$ cat config.mk
export PLATFORM = sky130hd
export DESIGN_NAME = fsw_top
export DESIGN_NICKNAME = d
export VERILOG_FILES = /design/src/verilog/fsw_pkg.sv /design/src/verilog/fsw_top.sv
export SDC_FILE = /design/constraint.sdc
export NUM_CORES = 1
export LEC_CHECK = 0
export ABC_AREA = 1
export ABC_CLOCK_PERIOD_IN_PS = 4670
export BUFFER_PORTS_ARGS = -buffer_cell sky130_fd_sc_hd__clkbuf_2
export CORE_ASPECT_RATIO = 0.75
export CORE_UTILIZATION = 40
export CTS_BUF_LIST = sky130_fd_sc_hd__clkbuf_8 sky130_fd_sc_hd__clkbuf_16
export CTS_CLUSTER_SIZE = 28
export DETAILED_ROUTE_END_ITERATION = 10
export HOLD_SLACK_MARGIN = 0.03
export SLEW_MARGIN = 20
export SYNTH_ARGS = -nofsm -noshare
export SYNTH_HDL_FRONTEND = slang
export SYNTH_SLANG_ARGS = --single-unit
$ cat constraint.sdc
create_clock -name i_sys_clk -period 4.67 [get_ports i_sys_clk]
set_clock_uncertainty 0.05 [all_clocks]
set_input_delay 0.934 -clock i_sys_clk [delete_from_list [all_inputs] [get_ports i_sys_clk]]
set_output_delay 0.934 -clock i_sys_clk [all_outputs]
set_load 0.05 [all_outputs]
$ cat src/verilog/fsw_pkg.sv
package fsw_pkg;

    // register byte offsets on the apb bus
    localparam logic [7:0] ADDR_CTRL     = 8'h00; // flash_control_reg
    localparam logic [7:0] ADDR_KEY      = 8'h04; // unlock_key_reg, write only
    localparam logic [7:0] ADDR_TABLE_POINTER   = 8'h08; // table_pointer
    localparam logic [7:0] ADDR_TBLLAT   = 8'h0C; // table_latch
    localparam logic [7:0] ADDR_TBLWR    = 8'h10; // table_write command strobe
    localparam logic [7:0] ADDR_IRQ_STAT = 8'h14; // sticky events, read clears
    localparam logic [7:0] ADDR_IRQ_MASK = 8'h18; // interrupt mask
    localparam logic [7:0] ADDR_STATUS   = 8'h1C; // live sequencer state

    // flash_control_reg bit positions
    localparam int CTRL_WR_BIT    = 1;  // write start
    localparam int CTRL_FLASH_WRITE_ENABLE_BIT  = 2;  // flash_write_enable
    localparam int CTRL_WRITE_ERROR_FLAG_BIT = 3;  // write_error_flag
    localparam int CTRL_ERASE_BIT = 4;  // erase select

    // interrupt status bit positions
    localparam int IRQ_DONE_BIT = 0;  // cycle finished
    localparam int IRQ_ERR_BIT  = 1;  // aborted cycle detected
    localparam int IRQ_W        = 2;

    // unlock key values
    localparam logic [7:0] KEY_FIRST  = 8'h55;
    localparam logic [7:0] KEY_SECOND = 8'hAA;

    // table pointer geometry
    localparam int PTR_W       = 22; // full pointer width
    localparam int HOLD_IDX_W  = 7;  // unused; hold_sel picks a holding register from 6 low bits
    localparam int HOLD_DEPTH  = 64; // holding registers per round
    localparam int BLOCK_LSB   = 10; // first bit of the 1024-byte block number
    localparam int BLOCK_W     = 12; // block number width

    // internally timed write and erase durations
    localparam int SYS_CLK_MHZ   = 250;
    localparam int PROG_TIME_NS  = 2000; // plain default, no figure given
    localparam int ERASE_TIME_NS = 4000; // plain default, no figure given
    localparam int PROG_CYCLES   = (PROG_TIME_NS * SYS_CLK_MHZ) / 1000;
    localparam int ERASE_CYCLES  = (ERASE_TIME_NS * SYS_CLK_MHZ) / 1000;

    // reset value of the control register
    localparam logic [7:0] CTRL_RESET = 8'h00;

    // unlock progress
    typedef enum logic [1:0] {
        FSW_LK_IDLE  = 2'b00,
        FSW_LK_GOT55 = 2'b01,
        FSW_LK_ARMED = 2'b11
    } fsw_lock_t;

    // timed cycle state
    typedef enum logic [1:0] {
        FSW_ST_IDLE = 2'b00,
        FSW_ST_RUN  = 2'b01,
        FSW_ST_DONE = 2'b11
    } fsw_state_t;

    // control fields travelling together
    typedef struct packed {
        logic erase;
        logic write_error_flag;
        logic flash_write_enable;
        logic wr;
    } fsw_ctrl_t;

endpackage

$ cat src/verilog/fsw_top.sv
`timescale 1ns/1ps
module fsw_top #(
    parameter int PROG_CYC  = fsw_pkg::PROG_CYCLES,  // timed program length
    parameter int ERASE_CYC = fsw_pkg::ERASE_CYCLES  // timed erase length
) (
    // clock and resets
    input  wire logic        i_sys_clk,
    input  wire logic        i_rstn,       // master clear or watchdog reset
    input  wire logic        i_por_n,      // power-on reset only
    // apb slave
    input  wire logic        i_psel,
    input  wire logic        i_penable,
    input  wire logic        i_pwrite,
    input  wire logic [7:0]  i_paddr,
    input  wire logic [31:0] i_pwdata,
    output logic      [31:0] o_prdata,
    output logic             o_pready,
    output logic             o_pslverr,
    // flash array side
    input  wire logic [5:0]  i_hold_idx,   // array engine reads holding bytes
    output logic      [7:0]  o_hold_byte,
    output logic      [11:0] o_flash_block,
    output logic             o_flash_prog,
    output logic             o_flash_erase,
    // cpu side
    output logic             o_cpu_stall,
    output logic             o_irq
);

    // elaboration check on timer lengths
    if (PROG_CYC < 1 || ERASE_CYC < 1 || PROG_CYC > 65535 || ERASE_CYC > 65535) begin : g_chk
        $error("timer lengths out of range");
    end

    // reset synchronisers, both released through two flops
    logic [1:0] rst_sync_q;
    logic [1:0] por_sync_q;
    logic       rst_n;
    logic       por_n;

    always_ff @(posedge i_sys_clk or negedge i_rstn) begin
        if (!i_rstn) begin
            rst_sync_q <= 2'h0;
        end else begin
            rst_sync_q <= {rst_sync_q[0], 1'b1};
        end
    end

    always_ff @(posedge i_sys_clk or negedge i_por_n) begin
        if (!i_por_n) begin
            por_sync_q <= 2'h0;
        end else begin
            por_sync_q <= {por_sync_q[0], 1'b1};
        end
    end

    assign rst_n = rst_sync_q[1];
    assign por_n = por_sync_q[1];

    // state
    fsw_pkg::fsw_ctrl_t                ctrl_q;       // control register fields
    fsw_pkg::fsw_lock_t                lock_q;       // unlock progress
    fsw_pkg::fsw_state_t               state_q;      // timed cycle state
    logic [fsw_pkg::PTR_W-1:0]         ptr_q;        // table_pointer
    logic [7:0]                        latch_q;      // table_latch
    logic [7:0]                        hold_q [fsw_pkg::HOLD_DEPTH]; // holding bytes
    logic [15:0]                       timer_q;      // cycle countdown
    logic                              op_erase_q;   // current cycle is erase
    logic [fsw_pkg::BLOCK_W-1:0]       block_q;      // block latched at start
    logic [fsw_pkg::IRQ_W-1:0]         irq_stat_q;
    logic [fsw_pkg::IRQ_W-1:0]         irq_mask_q;
    logic                              inflight_q;   // survives system reset
    logic                              write_error_flag_q;      // survives system reset
    logic                              err_evt_q;    // one-shot abort event
    logic [7:0]                        hold_rd_q;
    logic [31:0]                       prdata_q;

    // apb decode
    logic        acc;
    logic        wr_acc;
    logic        rd_acc;
    logic        hit_ctrl;
    logic        hit_key;
    logic        hit_ptr;
    logic        hit_lat;
    logic        hit_tblwr;
    logic        hit_stat;
    logic        hit_mask;
    logic        hit_status;
    logic        mapped;
    logic        start_req;
    logic        timer_end;
    logic [fsw_pkg::PTR_W-1:0] ptr_inc;
    logic [5:0]  hold_sel;
    logic [fsw_pkg::IRQ_W-1:0] irq_evt;
    logic [31:0] rd_mux;

    assign acc        = i_psel && i_penable;
    assign wr_acc     = acc && i_pwrite;
    assign rd_acc     = acc && !i_pwrite;
    assign hit_ctrl   = (i_paddr == fsw_pkg::ADDR_CTRL);
    assign hit_key    = (i_paddr == fsw_pkg::ADDR_KEY);
    assign hit_ptr    = (i_paddr == fsw_pkg::ADDR_TABLE_POINTER);
    assign hit_lat    = (i_paddr == fsw_pkg::ADDR_TBLLAT);
    assign hit_tblwr  = (i_paddr == fsw_pkg::ADDR_TBLWR);
    assign hit_stat   = (i_paddr == fsw_pkg::ADDR_IRQ_STAT);
    assign hit_mask   = (i_paddr == fsw_pkg::ADDR_IRQ_MASK);
    assign hit_status = (i_paddr == fsw_pkg::ADDR_STATUS);
    assign mapped     = hit_ctrl | hit_key | hit_ptr | hit_lat | hit_tblwr
                      | hit_stat | hit_mask | hit_status;

    // always ready; unmapped addresses answer with an error
    assign o_pready  = 1'b1;
    assign o_pslverr = acc && !mapped;

    // pointer increments before the store, so software presets it one low
    assign ptr_inc  = ptr_q + 22'h000001;
    // low index bits pick the holding byte; bit 6 wraps onto the 64 entries
    assign hold_sel = ptr_inc[5:0];

    // start only when armed, enabled, idle, and write-start written as one
    assign start_req = wr_acc && hit_ctrl && i_pwdata[fsw_pkg::CTRL_WR_BIT]
                     && ctrl_q.flash_write_enable && (lock_q == fsw_pkg::FSW_LK_ARMED)
                     && (state_q == fsw_pkg::FSW_ST_IDLE);
    assign timer_end = (state_q == fsw_pkg::FSW_ST_RUN) && (timer_q == 16'h0000);

    // event sources for the sticky status
    assign irq_evt = {err_evt_q, (state_q == fsw_pkg::FSW_ST_DONE)};

    // control and pointer registers
    always_ff @(posedge i_sys_clk or negedge rst_n) begin
        if (!rst_n) begin
            ctrl_q  <= fsw_pkg::CTRL_RESET[3:0];
            ptr_q   <= 22'h000000;
            latch_q <= 8'h00;
        end else begin
            if (wr_acc && hit_ctrl) begin
                ctrl_q.flash_write_enable  <= i_pwdata[fsw_pkg::CTRL_FLASH_WRITE_ENABLE_BIT];
                ctrl_q.erase <= i_pwdata[fsw_pkg::CTRL_ERASE_BIT];
            end
            // write start held through the cycle, only the timer or a system reset drops it
            if (start_req) begin
                ctrl_q.wr <= 1'b1;
            end else if (timer_end) begin
                ctrl_q.wr <= 1'b0;
            end
            ctrl_q.write_error_flag <= 1'b0; // live copy lives in write_error_flag_q
            if (wr_acc && hit_ptr) begin
                ptr_q <= i_pwdata[fsw_pkg::PTR_W-1:0];
            end else if (wr_acc && hit_tblwr) begin
                ptr_q <= ptr_inc;
            end
            if (wr_acc && hit_lat) begin
                latch_q <= i_pwdata[7:0];
            end
        end
    end

    // holding registers: short writes only, never cleared by a cycle
    always_ff @(posedge i_sys_clk) begin
        if (wr_acc && hit_tblwr) begin
            hold_q[hold_sel] <= latch_q;
        end
        hold_rd_q <= hold_q[i_hold_idx];
    end

    // unlock sequence tracker
    always_ff @(posedge i_sys_clk or negedge rst_n) begin
        if (!rst_n) begin
            lock_q <= fsw_pkg::FSW_LK_IDLE;
        end else if (wr_acc && hit_key) begin
            case (lock_q)
                fsw_pkg::FSW_LK_IDLE: begin
                    lock_q <= (i_pwdata[7:0] == fsw_pkg::KEY_FIRST)
                            ? fsw_pkg::FSW_LK_GOT55 : fsw_pkg::FSW_LK_IDLE;
                end
                fsw_pkg::FSW_LK_GOT55: begin
                    // a wrong second key drops back, order matters
                    lock_q <= (i_pwdata[7:0] == fsw_pkg::KEY_SECOND)
                            ? fsw_pkg::FSW_LK_ARMED : fsw_pkg::FSW_LK_IDLE;
                end
                default: begin
                    // any further key write after arming breaks the order
                    lock_q <= fsw_pkg::FSW_LK_IDLE;
                end
            endcase
        end else if (wr_acc && hit_ctrl) begin
            // arming is consumed by the next control write, used or not
            lock_q <= fsw_pkg::FSW_LK_IDLE;
        end
    end

    // timed cycle engine
    always_ff @(posedge i_sys_clk or negedge rst_n) begin
        if (!rst_n) begin
            state_q    <= fsw_pkg::FSW_ST_IDLE;
            timer_q    <= 16'h0000;
            op_erase_q <= 1'b0;
            block_q    <= 12'h000;
        end else begin
            case (state_q)
                fsw_pkg::FSW_ST_IDLE: begin
                    if (start_req) begin
                        state_q    <= fsw_pkg::FSW_ST_RUN;
                        op_erase_q <= ctrl_q.erase;
                        block_q    <= ptr_q[fsw_pkg::PTR_W-1:fsw_pkg::BLOCK_LSB];
                        timer_q    <= ctrl_q.erase ? 16'(ERASE_CYC - 1)
                                                   : 16'(PROG_CYC - 1);
                    end
                end
                fsw_pkg::FSW_ST_RUN: begin
                    if (timer_end) begin
                        state_q <= fsw_pkg::FSW_ST_DONE;
                    end else begin
                        timer_q <= timer_q - 16'h0001;
                    end
                end
                default: begin
                    state_q <= fsw_pkg::FSW_ST_IDLE;
                end
            endcase
        end
    end

    // abort detection: system reset leaves these alone, only power-on resets them, so a system reset that
    // lands mid-cycle leaves inflight set and turns into a write error
    always_ff @(posedge i_sys_clk or negedge por_n) begin
        if (!por_n) begin
            inflight_q <= 1'b0;
            write_error_flag_q    <= 1'b0;
            err_evt_q  <= 1'b0;
        end else begin
            err_evt_q <= 1'b0;
            if (!rst_n) begin
                inflight_q <= inflight_q;
            end else if (inflight_q && state_q == fsw_pkg::FSW_ST_IDLE) begin
                // back out of reset with a cycle marked in flight
                inflight_q <= 1'b0;
                write_error_flag_q    <= 1'b1;
                err_evt_q  <= 1'b1;
            end else if (start_req) begin
                inflight_q <= 1'b1;
            end else if (timer_end) begin
                inflight_q <= 1'b0;
            end
            // software may clear the flag; a new abort in that cycle wins
            if (wr_acc && hit_ctrl && !i_pwdata[fsw_pkg::CTRL_WRITE_ERROR_FLAG_BIT]
                && !(rst_n && inflight_q && state_q == fsw_pkg::FSW_ST_IDLE)) begin
                write_error_flag_q <= 1'b0;
            end
        end
    end

    // sticky interrupt status, cleared by a read; a new event wins
    always_ff @(posedge i_sys_clk or negedge rst_n) begin
        if (!rst_n) begin
            irq_stat_q <= 2'h0;
            irq_mask_q <= 2'h0;
        end else begin
            irq_stat_q <= ((rd_acc && hit_stat) ? 2'h0 : irq_stat_q) | irq_evt;
            if (wr_acc && hit_mask) begin
                irq_mask_q <= i_pwdata[fsw_pkg::IRQ_W-1:0];
            end
        end
    end

    // read data selection
    assign rd_mux = hit_ctrl   ? {27'h0, ctrl_q.erase, write_error_flag_q, ctrl_q.flash_write_enable, ctrl_q.wr, 1'b0}
                  : hit_ptr    ? {10'h000, ptr_q}
                  : hit_lat    ? {24'h000000, latch_q}
                  : hit_stat   ? {30'h00000000, irq_stat_q}
                  : hit_mask   ? {30'h00000000, irq_mask_q}
                  : hit_status ? {28'h0000000, lock_q, state_q}
                  : 32'h00000000;

    // read data registered on the setup cycle so it is steady at access
    always_ff @(posedge i_sys_clk or negedge rst_n) begin
        if (!rst_n) begin
            prdata_q <= 32'h00000000;
        end else if (i_psel && !i_penable && !i_pwrite) begin
            prdata_q <= rd_mux;
        end
    end

    // outputs
    assign o_prdata      = prdata_q;
    assign o_hold_byte   = hold_rd_q;
    assign o_flash_block = block_q;
    assign o_flash_prog  = (state_q == fsw_pkg::FSW_ST_RUN) && !op_erase_q;
    assign o_flash_erase = (state_q == fsw_pkg::FSW_ST_RUN) && op_erase_q;
    assign o_cpu_stall   = (state_q == fsw_pkg::FSW_ST_RUN);
    assign o_irq         = |(irq_stat_q & irq_mask_q);

endmodule
### Word level (Yosys, flattened, before mapping)

Memory sizes are Yosys's and may differ from the RTL's. A register that Yosys moved wholly into a read port is not among the register bits.
Cells that the tools add are included.

| word-level totals | value |
|---|---|
| bits in registers | 109 |
| bits in writable memories | 512 |
| input port bits | 52 |
| memories kept | 1 |

Memory list:

| name | depth | width | rd ports | clocked after Yosys merged registers in | wr ports | RTL line | text |
|---|---|---|---|---|---|---|---|
| hold_q | 64 | 8 | 1 | 1 | 1 | fsw_top.sv:66 | `logic [7:0] hold_q [fsw_pkg::HOLD_DEPTH];` |

| operators by class | value |
|---|---|
| $add $sub $neg | 2 |
| equal/unequal tests | 16 |
| mux-type cells | 31 |
| bitwise gates (word level) | 9 |
| reduce and logical (&&, ||, !) cells | 48 |

Operators with widths:

| cell | number |
|---|---|
| $mux 22 | 4 |
| $eq 8x5->1 const B | 4 |
| $mux 16 | 2 |
| $pmux 16 s2 | 1 |
| $logic_and 1x1->1 | 25 |
| $add 22x1->22 const B | 1 |
| $eq 8x4->1 const B | 2 |
| $logic_not 16->1 | 1 |
| $sub 16x1->16 const B | 1 |
| $mux 2 | 6 |
| $mux 4 | 3 |
| $reduce_bool 2->1 | 6 |
| $mux 1 | 11 |
| $mux 10 | 1 |
| $eq 8x3->1 const B | 1 |
| $eq 8x7->1 const B | 1 |
| $eq 8x8->1 const B | 1 |
| $logic_not 8->1 | 1 |
| $mux 8 | 1 |
| $pmux 2 s2 | 2 |
| $reduce_and 2->1 | 4 |
| $or 1x1->1 | 7 |
| $logic_not 1->1 | 6 |
| $eq 2x1->1 const B | 2 |
| 9 further kinds | 12 |

### Logic depth before layout (Yosys ltp)

| depth | value |
|---|---|
| word-level depth | 10 |
| gate-level depth with buffers | 12 |
| mapped depth without buffers | 11 |

### Worst setup path before layout

No wires, ideal clock.

| timing | value |
|---|---|
| kind | input port to output port |
| start point | input port i_paddr[7] |
| end point | output port o_pslverr |
| arrival time | 2.802 ns |
| required time | 3.686 ns |
| setup slack | 0.884 ns |
| cell stages on the path | 6 |
| cell sequence | inv_1 nand2_1 nor2_2 inv_1 nor2_1 nor4_1 |

| on the way | value |
|---|---|
| longest elaborated chain between the ends | 10 |

Ends and longest elaborated chain:

| what | RTL line | text |
|---|---|---|
| from (decl) | fsw_top.sv:14 | `input wire logic [7:0] i_paddr,` |
| $eq 8x3->1 or $logic_not 8->1 (tied branches) | fsw_top.sv:102, fsw_top.sv:101 |  |
| $or 1x1->1 (4 in a row) | fsw_top.sv:109 | `assign mapped = hit_ctrl \| hit_key \| hit_ptr \| hit_lat \| hit_tblwr` |
| $or 1x1->1 (2 in a row) | fsw_top.sv:110 | `\| hit_stat \| hit_mask \| hit_status;` |
| $or 1x1->1 * | fsw_top.sv:110 |  |
| $logic_not 1->1 * | fsw_top.sv:114 | `assign o_pslverr = acc && !mapped;` |
| $logic_and 1x1->1 * | fsw_top.sv:114 |  |
| to (decl) | fsw_top.sv:18 | `output logic o_pslverr,` |

Every way passes the cells marked *; elsewhere a longest branch is shown, timed or not.

### Final worst setup path

| timing | value |
|---|---|
| start point | register state_q[1] |
| end point | output port o_flash_prog |

| on the way | value |
|---|---|
| longest elaborated chain between the ends | 2 |

Ends and longest elaborated chain:

| what | RTL line | text |
|---|---|---|
| from (decl) | fsw_top.sv:63 | `fsw_pkg::fsw_state_t state_q;` |
| from (signal assigned) | fsw_top.sv:196 | `state_q <= fsw_pkg::FSW_ST_IDLE;` |
| from (signal assigned) | fsw_top.sv:204 | `state_q <= fsw_pkg::FSW_ST_RUN;` |
| from (signal assigned) | fsw_top.sv:213 | `state_q <= fsw_pkg::FSW_ST_DONE;` |
| $eq 2x1->1 | fsw_top.sv:289 | `assign o_flash_prog = (state_q == fsw_pkg::FSW_ST_RUN) && !op_erase_q;` |
| $logic_and 1x1->1 | fsw_top.sv:289 |  |
| to (decl) | fsw_top.sv:23 | `output logic o_flash_prog,` |

No other way between the ends.

==> flow_summary_export.csv <==
group,metric,value,unit
clock_network,clock_latency,0.65,ns
global_route,grt-ovfl-total,0,
layout,fin_area,29700,um2
setup_path,cp_max_fo,19,
pwr,p_int,9.005,mW
place,pre_cts_slack,0.7995,ns
layout,regArea,18030,um2
layout,fill_cells,6029,
timing,fin_crit,3.529,ns
global_route,grt_pass1_vias,17487,
floorplanning,die_area,67050,um2
floorplanning,die_y,224.5,um
clock_network,cts_tree,"done",
run_status,outcome,"finished, final reports clean",
timing,finalHoldViolations,0,
layout,multi_input_area,7430,um2
pwr,swShare,22.24,%
clock_network,cts_setup_buffers,0,
floorplanning,initial_utilization,40.45,%
setup_path,cp_top_family,"buffers and inverters",
clock_network,cts_resized,0,
layout,final_util,45.51,%
pwr,leakage,11.89,nW
drt,drtAntennaViolNets,0,
pwr,p_seq_share,51.6,%
place,port_buffers,88,
clock_network,cts_max_level,2,
floorplanning,row_count,81,
pwr,power,11.58,mW
timing,finalCritPeriodShare,75.57,%
timing,setup_viol,0,
layout,final_nets,2606,
place,place_area,27620,um2
clock_network,root_buffer,"clkbuf_16",
clock_network,clockBufferDepth,3,
pwr,irDropWorstVdd,274.1,uV
floorplanning,core-area,65270,um2
place,gp_congestion,0.8951,
setup_path,critPathCaptureType,"output pin",
pwr,pwr-share-comb,5.1,%
setup_path,cp.required,3.69,ns
yosys,synth_area,26400,um2
floorplanning,ios,110,
place,hpwl,39440,um
clock_network,path_clk_slew,0.06,ns
yosys,synth-seq-cells,619,
yosys,async_flop_share,15.99,%
layout,final_common_cell,"nand2_1",
timing,maxSlewViolCount,0,
layout,drive_above_1_share,10.22,%
layout,final_cell_mix,"843 x nand2_1, 512 x edfxtp_1, 475 x nand3_1",
timing,max_freq,0.2833,GHz
timing,rsz0062_at_grt,"no",
pwr,clkPwrFrac,43.3,%
timing,worst_slew_pin_slew,1.075,ns
clock_network,hold_buffers,3,
layout,area_growth,12.49,%
drt,first_iter_violations,1776,
pwr,power_density,389.9,nW/um2
yosys,synth_cell_type_count,45,
yosys,ys_seq_area_share,68.22,%
drt,drc,0,
drt,routedWlPerCell,18.89,um
drt,wl,65660,um
layout,num_antenna_cells,0,
drt,via_per_inst,5.230,
setup_path,crit_path_top_delay_cell,"clkinv_1",
floorplanning,fp.dieW,298.7,um
timing,slew_headroom,28.34,%
yosys,avgSynthCellArea,10.59,um2
run,drv_cap,0,
yosys,yosysWarnings,0,
pwr,p_switching,2.575,mW
yosys,synth-edff-count,512,
setup_path,path_buf_inv,2,
clock_network,cts_buffers,61,
yosys,syn_inst,2493,
timing,setup_ws,1.141,ns
setup_path,worstPathArrival,2.55,ns
drt,num_vias,18175,
global_route,antenna_found_initial,0,
global_route,grt_max_degree,185,
drt,first_pass_iters,7,
global_route,grt_pass1_wl,102100,um
worst_hold_path,hold_class,"reg -> reg",
setup_path,crit_type,"reg -> out",
timing,fin_tns_setup,0,ns
setup_path,crit_path_start_kind,"flip-flop",
global_route,grt_usage,19.74,%
setup_path,slowest_delay,0.60,ns
clock_network,cts.sinks,619,
yosys,synthFlopType,"edfxtp_1",
setup_path,cp_cell_sequence,"nor2_2, clkinv_1, nor2_1, clkbuf_2",
-- synth_stat cells (all sizes together) (7+ instances only) --
cell    count  area, um2
nor3       13      75.07
o221ai      7      61.31
nand3     488       2522
xor2       13      128.9
buf       101      548.0
nand4      11      68.82
o21ai      75      375.4
dfxtp       8      160.2
a21oi      12      60.06
dfrtp      99       2477
nand2     846       3198
nor2      151      625.6
clkbuf     38      142.6
inv        82      307.8
edfxtp    512      15370
-- power by group through the flow --
| stage | registers (mW) | logic [mW] | clock network, mW |
|---|---|---|---|
| 2_1_floorplan | 6.14 | 0.350 | 0 |
| 3_3_place_gp | 6.09 | 0.579 | 0 |
| 3_5_place_dp | 6.09 | 0.585 | 0 |
| 4_1_cts | 5.98 | 0.589 | 5.10 |
| 5_1_grt | 5.98 | 0.648 | 5.32 |
| 6_report | 5.98 | 0.593 | 5.01 |
-- logic make-up (layout without fill, tap and decap cells) --
kind of cell | count (synthesis) | count (layout) | synth area share, %
compound gates | 110 | 110 | 2.336
xor+xnor | 17 | 17 | 0.6208
fa+ha+maj | 3 | 3 | 0.1422
buf+inv | 222 | 322 | 3.796
flops | 619 | 619 | 68.22
other cells | 2 | 13 | 0.02844
simple gates | 1520 | 1520 | 24.86
-- path summary, 6_finish.rpt --
check	startpoint	end	slack [ns]	depth (start not counted)
setup reg to reg	ptr_q[1]	hold_q[6][1]	1.62	6
max in group asynchronous	rst_sync_q[1]	o_prdata[1]	3.13	1
min in group asynchronous	rst_sync_q[1]	timer_q[8]	0.31	0
setup / recovery	state_q[1]	o_flash_prog	1.14	4
hold / removal	rst_sync_q[0]	rst_sync_q[1]	0.30	0
hold reg to reg	rst_sync_q[0]	rst_sync_q[1]	0.30	0
-- per-layer routing --
| layer | vias to the layer above | share of wire [%] | GRT usage [%] |
|---|---|---|---|
| met5 | - | 0 | 0 |
| met4 | 0 | 2.3 | 5.409 |
| met3 | 98 | 6.8 | 3.699 |
| met2 | 577 | 45 | 30.36 |
| met1 | 8842 | 46 | 28.63 |
| li1 | 8658 | - | - |
-- final cells by class --
type | count | area share, %
inverter | 83 | 1.074
clock buffer | 66 | 5.409
clock inverter | 50 | 1.508
tap | 871 | 3.669
timing repair buffer | 123 | 2.633
multi-input combinational | 1663 | 25.01
sequential | 619 | 60.69
-- registers in the layout (all words and copies together), names as in the netlist, 3 cells and up --
name / count
o_hold_byte: 8
ctrl_q: 3
o_prdata: 22
hold_q: 512
ptr_q: 22
latch_q: 8
o_flash_block: 12
timer_q: 16
-- stage by stage --
stage                     hold WS (ns)  instances
after floorplan               -0.02349       2504
after global placement         0.01617       3356
after detailed placement       0.01227       3356
after CTS                       0.3064       3475
after global routing            0.3137       3475
final                           0.3036       3475
Power figures use the tool's default switching activity.
